### src/inc/eas_pkg.sv
// constants and types for the extended addressing sequence control
// Contract
// - The extended-page instruction is decoded from a 4-byte D7 form or a 2-byte DC form with selector bits 01.
// - The extended-page-and-register instruction is decoded from a D7 or DC form with selector bits 11.
// - In an extended-page sequence the 10-bit page A23-A14 of long or indirect addresses comes from the operand.
// - In an extended-page sequence the 14-bit offset A13-A0 comes from the address as usual.
// - In an extended-page-and-register sequence register accesses go to the extended register space.
// - While any sequence runs, interrupts, event channel transfers and class A traps are held off.
// - The extended-page-and-register length comes from its 2-bit count operand.
// - The extended-register-only length comes from its single 2-bit count operand, with no address override.
// - In an extended-register-only sequence register accesses go to the extended register space.
// - In an extended-segment sequence the 8-bit segment A23-A16 of long or indirect addresses is the operand.
// - In an extended-segment sequence the address itself is the 16-bit offset A15-A0.
// - The extended-segment override applies from the very next instruction.
// - The override lasts the 2-bit count operand plus one instructions (1 to 4) and ends early on a class B trap.
package eas_pkg;

    localparam logic [7:0] OPC_IMM      = 8'hd7;
    localparam logic [7:0] OPC_REG      = 8'hdc;
    localparam logic [7:0] OPC_REG_ONLY = 8'hd1;

    localparam logic [1:0] SEL_SEG      = 2'h0;
    localparam logic [1:0] SEL_PAGE     = 2'h1;
    localparam logic [1:0] SEL_SEG_REG  = 2'h2;
    localparam logic [1:0] SEL_PAGE_REG = 2'h3;

    localparam int SEL_MSB   = 15;
    localparam int SEL_LSB   = 14;
    localparam int CNT_MSB   = 13;
    localparam int CNT_LSB   = 12;
    localparam int PAGE_W    = 10;
    localparam int SEG_W     = 8;
    localparam int ADDR_W    = 16;
    localparam int PHYS_W    = 24;
    localparam int POFS_W    = 14;
    localparam int CNT_W     = 3;

    localparam logic [CNT_W-1:0]  CNT_RST  = 3'h0;
    localparam logic [PAGE_W-1:0] PAGE_RST = 10'h000;

    typedef enum logic [2:0] {
        SEQ_IDLE     = 3'b000,
        SEQ_PAGE     = 3'b001,
        SEQ_PAGE_REG = 3'b010,
        SEQ_REG      = 3'b011,
        SEQ_SEG      = 3'b100,
        SEQ_SEG_REG  = 3'b101
    } eas_mode_t;

endpackage : eas_pkg

### src/eas_seq_ctrl.sv
// extended page, segment and register sequence control
`timescale 1ns/100ps
module eas_seq_ctrl
    import eas_pkg::*;
(
    input  wire logic                       ref_clk_i,
    input  wire logic                       sys_rst_i,
    input  wire logic                       instr_retire_i,
    input  wire logic [15:0]                instr_word0_i,
    input  wire logic [15:0]                instr_word1_i,
    input  wire logic [15:0]                reg_operand_i,
    input  wire logic                       class_b_trap_i,
    input  wire logic                       addr_req_i,
    input  wire logic [eas_pkg::ADDR_W-1:0] addr_i,
    input  wire logic [eas_pkg::PAGE_W-1:0] data_page_pointer_i,
    output logic [eas_pkg::PHYS_W-1:0]      phys_addr_o,
    output logic                            phys_addr_valid_o,
    output logic                            ext_sfr_o,
    output logic                            irq_lock_o,
    output logic                            seq_active_o,
    output logic [eas_pkg::CNT_W-1:0]       seq_count_o
);
    import eas_pkg::*;

    ////////////////////////////////////////////////////////////////////////////
    // instruction decode
    function automatic eas_mode_t decode_mode(input logic [15:0] w0);
        eas_mode_t m;
        m = SEQ_IDLE;
        if (w0[7:0] == OPC_IMM || w0[7:0] == OPC_REG)
        begin
            case (w0[SEL_MSB:SEL_LSB])
                SEL_PAGE:     m = SEQ_PAGE;
                SEL_PAGE_REG: m = SEQ_PAGE_REG;
                SEL_SEG:      m = SEQ_SEG;
                default:      m = SEQ_SEG_REG;
            endcase
        end
        else if (w0[7:0] == OPC_REG_ONLY && w0[SEL_MSB:SEL_LSB] == SEL_SEG)
        begin
            m = SEQ_REG;
        end
        return m;
    endfunction : decode_mode

    ////////////////////////////////////////////////////////////////////////////
    // mode classes, shared by the operand latch, translation and status
    function automatic logic is_page_mode(input eas_mode_t m);
        return (m == SEQ_PAGE) || (m == SEQ_PAGE_REG);
    endfunction : is_page_mode

    function automatic logic is_seg_mode(input eas_mode_t m);
        return (m == SEQ_SEG) || (m == SEQ_SEG_REG);
    endfunction : is_seg_mode

    function automatic logic is_ext_reg_mode(input eas_mode_t m);
        return (m == SEQ_PAGE_REG) || (m == SEQ_REG) || (m == SEQ_SEG_REG);
    endfunction : is_ext_reg_mode

    eas_mode_t             mode_ff;
    eas_mode_t             nxt_mode;
    eas_mode_t             dec_mode;
    logic [CNT_W-1:0]      cnt_ff;
    logic [CNT_W-1:0]      nxt_cnt;
    logic [PAGE_W-1:0]     page_ff;
    logic [PAGE_W-1:0]     nxt_page;
    logic                  reg_form;
    logic [PAGE_W-1:0]     op_page;
    logic                  seq_start;

    ////////////////////////////////////////////////////////////////////////////
    // operand selection for the retiring instruction
    always_comb
    begin
        dec_mode = decode_mode(instr_word0_i);
        reg_form = (instr_word0_i[7:0] == OPC_REG);
        // immediate page: low byte then two high bits; a segment is the low byte
        op_page  = reg_form ? reg_operand_i[PAGE_W-1:0]
                            : {instr_word1_i[9:8], instr_word1_i[7:0]};
    end

    ////////////////////////////////////////////////////////////////////////////
    // sequence state
    always_comb
    begin
        nxt_mode = mode_ff;
        nxt_cnt  = cnt_ff;
        seq_start = 1'b0;
        // a trap wins over a start in the same cycle
        if (class_b_trap_i)
        begin
            nxt_mode = SEQ_IDLE;
            nxt_cnt  = CNT_RST;
        end
        // while running, sequence instructions are only counted, never nested
        else if (mode_ff != SEQ_IDLE)
        begin
            if (instr_retire_i)
            begin
                nxt_cnt = cnt_ff - 3'h1;
                if (cnt_ff == 3'h1)
                begin
                    nxt_mode = SEQ_IDLE;
                end
            end
        end
        else if (instr_retire_i && dec_mode != SEQ_IDLE)
        begin
            // armed at retirement so the very next instruction is covered
            nxt_mode = dec_mode;
            nxt_cnt  = {1'b0, instr_word0_i[CNT_MSB:CNT_LSB]} + 3'h1;
            seq_start = 1'b1;
        end
    end

    always_ff @(posedge ref_clk_i)
    begin
        if (sys_rst_i)
        begin
            mode_ff <= SEQ_IDLE;
            cnt_ff  <= CNT_RST;
        end
        else
        begin
            mode_ff <= nxt_mode;
            cnt_ff  <= nxt_cnt;
        end
    end

    ////////////////////////////////////////////////////////////////////////////
    // override operand, loaded only when a sequence is armed
    always_comb
    begin
        nxt_page = page_ff;
        if (seq_start)
        begin
            if (is_seg_mode(dec_mode))
            begin
                // a segment is one byte; the upper page bits read as zero
                nxt_page = {2'h0, op_page[SEG_W-1:0]};
            end
            else
            begin
                nxt_page = op_page;
            end
        end
    end

    always_ff @(posedge ref_clk_i)
    begin
        if (sys_rst_i)
        begin
            page_ff <= PAGE_RST;
        end
        else
        begin
            page_ff <= nxt_page;
        end
    end

    ////////////////////////////////////////////////////////////////////////////
    // address translation
    logic [PHYS_W-1:0] phys_ff;
    logic [PHYS_W-1:0] nxt_phys;
    logic              pvld_ff;
    logic              nxt_pvld;

    always_comb
    begin
        nxt_pvld = addr_req_i;
        if (is_page_mode(mode_ff))
        begin
            // page override keeps the in-page offset
            nxt_phys = {page_ff, addr_i[POFS_W-1:0]};
        end
        else if (is_seg_mode(mode_ff))
        begin
            // segment override takes the whole address as offset
            nxt_phys = {page_ff[SEG_W-1:0], addr_i};
        end
        else
        begin
            // page pointer path, also used by register-only runs
            nxt_phys = {data_page_pointer_i, addr_i[POFS_W-1:0]};
        end
    end

    always_ff @(posedge ref_clk_i)
    begin
        if (sys_rst_i)
        begin
            phys_ff <= 24'h000000;
            pvld_ff <= 1'b0;
        end
        else
        begin
            phys_ff <= nxt_phys;
            pvld_ff <= nxt_pvld;
        end
    end

    ////////////////////////////////////////////////////////////////////////////
    // status outputs, aligned with the registered mode
    logic              xsfr_ff;
    logic              nxt_xsfr;
    logic              lock_ff;
    logic              nxt_lock;

    always_comb
    begin
        nxt_xsfr = is_ext_reg_mode(nxt_mode);
        nxt_lock = (nxt_mode != SEQ_IDLE);
    end

    always_ff @(posedge ref_clk_i)
    begin
        if (sys_rst_i)
        begin
            xsfr_ff <= 1'b0;
            lock_ff <= 1'b0;
        end
        else
        begin
            xsfr_ff <= nxt_xsfr;
            lock_ff <= nxt_lock;
        end
    end

    assign phys_addr_o       = phys_ff;
    assign phys_addr_valid_o = pvld_ff;
    assign ext_sfr_o         = xsfr_ff;
    assign irq_lock_o        = lock_ff;
    assign seq_active_o      = lock_ff;
    assign seq_count_o       = cnt_ff;

endmodule : eas_seq_ctrl

### config.mk
export PLATFORM = sky130hd
export DESIGN_NAME = eas_seq_ctrl
export DESIGN_NICKNAME = d
export VERILOG_FILES = /design/src/inc/eas_pkg.sv /design/src/eas_seq_ctrl.sv
export SDC_FILE = /design/constraint.sdc
export NUM_CORES = 1
export LEC_CHECK = 0
export ABC_AREA = 1
export BUFFER_PORTS_ARGS = -buffer_cell sky130_fd_sc_hd__buf_2
export CAP_MARGIN = 20
export CORE_UTILIZATION = 45
export CTS_BUF_LIST = sky130_fd_sc_hd__clkbuf_16
export CTS_CLUSTER_SIZE = 8
export DETAILED_ROUTE_END_ITERATION = 12
export PLACE_DENSITY = 0.8
export SKIP_CTS_REPAIR_TIMING = 1
export SLEW_MARGIN = 20
export SYNTH_ARGS = -nofsm -noshare
export SYNTH_HDL_FRONTEND = slang
export SYNTH_SLANG_ARGS = --single-unit
### constraint.sdc
create_clock -name ref_clk_i -period 1.8 [get_ports ref_clk_i]
set_clock_uncertainty 0.2 [all_clocks]
set_input_delay 0.45 -clock ref_clk_i [delete_from_list [all_inputs] [get_ports ref_clk_i]]
set_output_delay 0.45 -clock ref_clk_i [all_outputs]
set_load 0.02 [all_outputs]
==> impl_metrics.toml <==
[outcome]
status = "completed"

[global_route]
grt_overflow = 0
grt_pass1_vias = 1879
grt_pass1_wl_um = 7780
grt_start_max_net_pins = 25
grt_util_all_layers_pct = 19.7
antenna_found_initial = 0

[floorplan]
die_area_mm2 = 0.00486
fp.dieH_um = 69.7
core-area_mm2 = 0.00438
initial_core_util_pct = 47.0
die_x_um = 69.7
num_rows = 24
boundaryPins = 110

[layout]
fillers = 366
fin_area_mm2 = 0.00290
drive_above_1_share_pct = 35.8
diodes = 0
final_nets = 481
area_delta_synth_final_pct = 40.4

[yosys]
yosys.area.top_type = "dfxtp_1"
synth-warning-count = 0
mappedNetlistNets = 377
synth_cell_types = 27
ys_seq_elements = 43
synthCells = 292
synth_top_cell_area_share_pct = 41.7
postSynthAreaPerCell_um2 = 7.06
syn_area_mm2 = 0.00206
seq_area_frac_synth_pct = 41.7
synth.area.top_cells = "dfxtp_1 42%, inv_1 10%, nand2_1 8.0%"

[setup_path]
crit_required_ps = 1780
path_class = "in2reg"
cp-end-kind = "register"
cp_data_arrival_time_ps = 1740
path_max_fanout = 5
rr_worst_depth = 9
worstSetupStartpointType = "input port"
r2r_slack_ps = 70
r2r-end = "mode_ff[2]"
r2r-start = "mode_ff[1]"

[timing]
fmax_mhz = 569
setup_viol = 0
drv_slew = 0
min_period_ps = 1760
setup_slack_ps = 41.7
tightest_slew_ps = 509
setup-tns-final_ps = 0
period_share_pct = 97.7
hold_viol_final = 0
relSlewSlack_pct = 66.0

[min_path]
hp-start = "addr_i[6]"
holdPathStages = 3
min_to = "phys_addr_o[6]"
min_path_type = "in2reg"

[drt]
dr_total_vias = 2086
drt_iter0_drc = 100
dr.pass1.iters = 5
ant_nets = 0
drc = 0
wirelength_um = 4790
viasPerCell = 4.65
wl_per_cell_um = 10.7

[clock_tree]
cts_tree = "built"
clk_latency_ps = 290
cts_made_buffers = 5
cts_sinks = 43
clockRootBuffer = "clkbuf_16"
htreeDepth = 2
ctsLongestPathBuffers = 2
clk_pin_slew_ps = 60

[placed_design]
dp_hpwl_um = 3390
place_ws_ps = -172
gp_congestion = 0.829
portBuffers = 93
placed_area_mm2 = 0.00259

[power]
combinationalPowerShare_pct = 13.2
switching_share_pct = 24.8
ir_drop_mv = 0.401
power_uw = 2170
p_per_area_mw_per_mm2 = 749
p_int_uw = 1630
pwr-share-seq_pct = 45.7
switchingPower_uw = 538
clkPwrFrac_pct = 41.2
power_leakage_uw = 0.00154

[flow_run]
maxCapViolCount = 0
[cell usage after synthesis]
cell,number
buf_2,3
inv_2,2
inv_1,56
a211oi_1,14
nor2_1,43
buf_8,1
o21ai_1,4
clkbuf_2,1
nor2_4,1
nor2_2,3
nand2_2,7
nand3b_1,1
buf_6,1
a21boi_0,2
clkbuf_1,3
ha_1,6
o21ai_0,26
nand2_4,1
xnor2_1,1
a21oi_1,11
buf_4,1
o211ai_1,1
a31oi_1,2
dfxtp_1,43
nand2_1,44
nor3_1,1
nand3_1,13
[layout make-up]
class | instances | area [um2] | area share (%)
tap | 52 | 65.1 | 2.25
inverter | 58 | 223 | 7.69
timing repair buffer | 105 | 577 | 19.9
multi-input combinational | 183 | 1020 | 35.3
sequential | 43 | 861 | 29.7
clock inverter | 3 | 23.8 | 0.821
clock buffer | 5 | 125 | 4.32
[worst max-delay path by stage]
stage / cells past startpoint / end / from / slack [ps]
6_report: 9 / irq_lock_o / instr_word0_i[14] / 40
5_1_grt: 9 / mode_ff[2] / mode_ff[1] / -40
4_1_cts: 10 / ext_sfr_o / instr_word0_i[14] / 110
3_5_place_dp: 11 / irq_lock_o / instr_word0_i[14] / -170
3_3_place_gp: 11 / irq_lock_o / instr_word0_i[14] / -140
2_1_floorplan: 10 / page_ff[8] / instr_word0_i[14] / 70
[power by group through the flow]
stage	Sequential, uW	Clock (uW)	Combinational, uW
after floorplan	1050	0	95.9
after global placement	1010	0	253
after detailed placement	1010	0	259
after CTS	990	900	261
after global routing	992	945	321
final	990	892	285
[flip-flops by register name, indices dropped and copies added, names as in the netlist]
register and flops:
ext_sfr_o 1, irq_lock_o 1, mode_ff 3, page_ff 10
phys_addr_o 24, phys_addr_valid_o 1, seq_count_o 3
[worst max-delay path, stage by stage]
cell and delay [ps]:
buf_4 120, buf_4 120, ha_2 180, o211ai_1 300, nand2_4 190, nand3_4 150
nand3_2 80, nand2_2 80, nand2_1 60
[cell usage in the layout (no fill, tap or decap), types with 2 or more instances in the layout]
cell type and instances:
nand2_2 8, clkinvlp_4 2, dfxtp_1 43, nor2_2 3
nand2_1 42, a211oi_1 14, a21oi_1 10, clkbuf_16 5
a31oi_1 2, inv_4 2, o21ai_1 5, buf_4 12
inv_1 53, nand3_1 11, nor2_1 42, buf_2 91
ha_4 2, nor2_4 2, a21boi_0 2, nand2_4 3
inv_2 3, ha_1 3, o21ai_0 25
[metal layers]
| layer | share of wire [%] | GRT usage (%) | routed length, um |
|---|---|---|---|
| met3 | 6.3 | 3.49 | 300 |
| met5 | 0 | 0 | 0 |
| met2 | 49 | 33.9 | 2320 |
| met4 | 1.6 | 8.44 | 76 |
| met1 | 44 | 24.1 | 2090 |
[through the flow]
step	instances	hold WS [ps]	utilization [%]
after CTS	444	165	62.6
after global placement	436	264	59.2
after global routing	449	174	66.0
after detailed placement	436	271	59.2
final	449	166	66.0
after floorplan	292	241	-
[logic make-up after synthesis]
kind of cell | synth area share (%)
adder cells (fa/ha/maj) | 3.64
AO/OA/AOI/OAI | 16.7
XOR/XNOR | 0.425
flip-flops | 41.7
buffers and inverters | 13.7
AND/OR/NAND/NOR | 23.7
No activity file was read; power rests on OpenSTA's default activity.
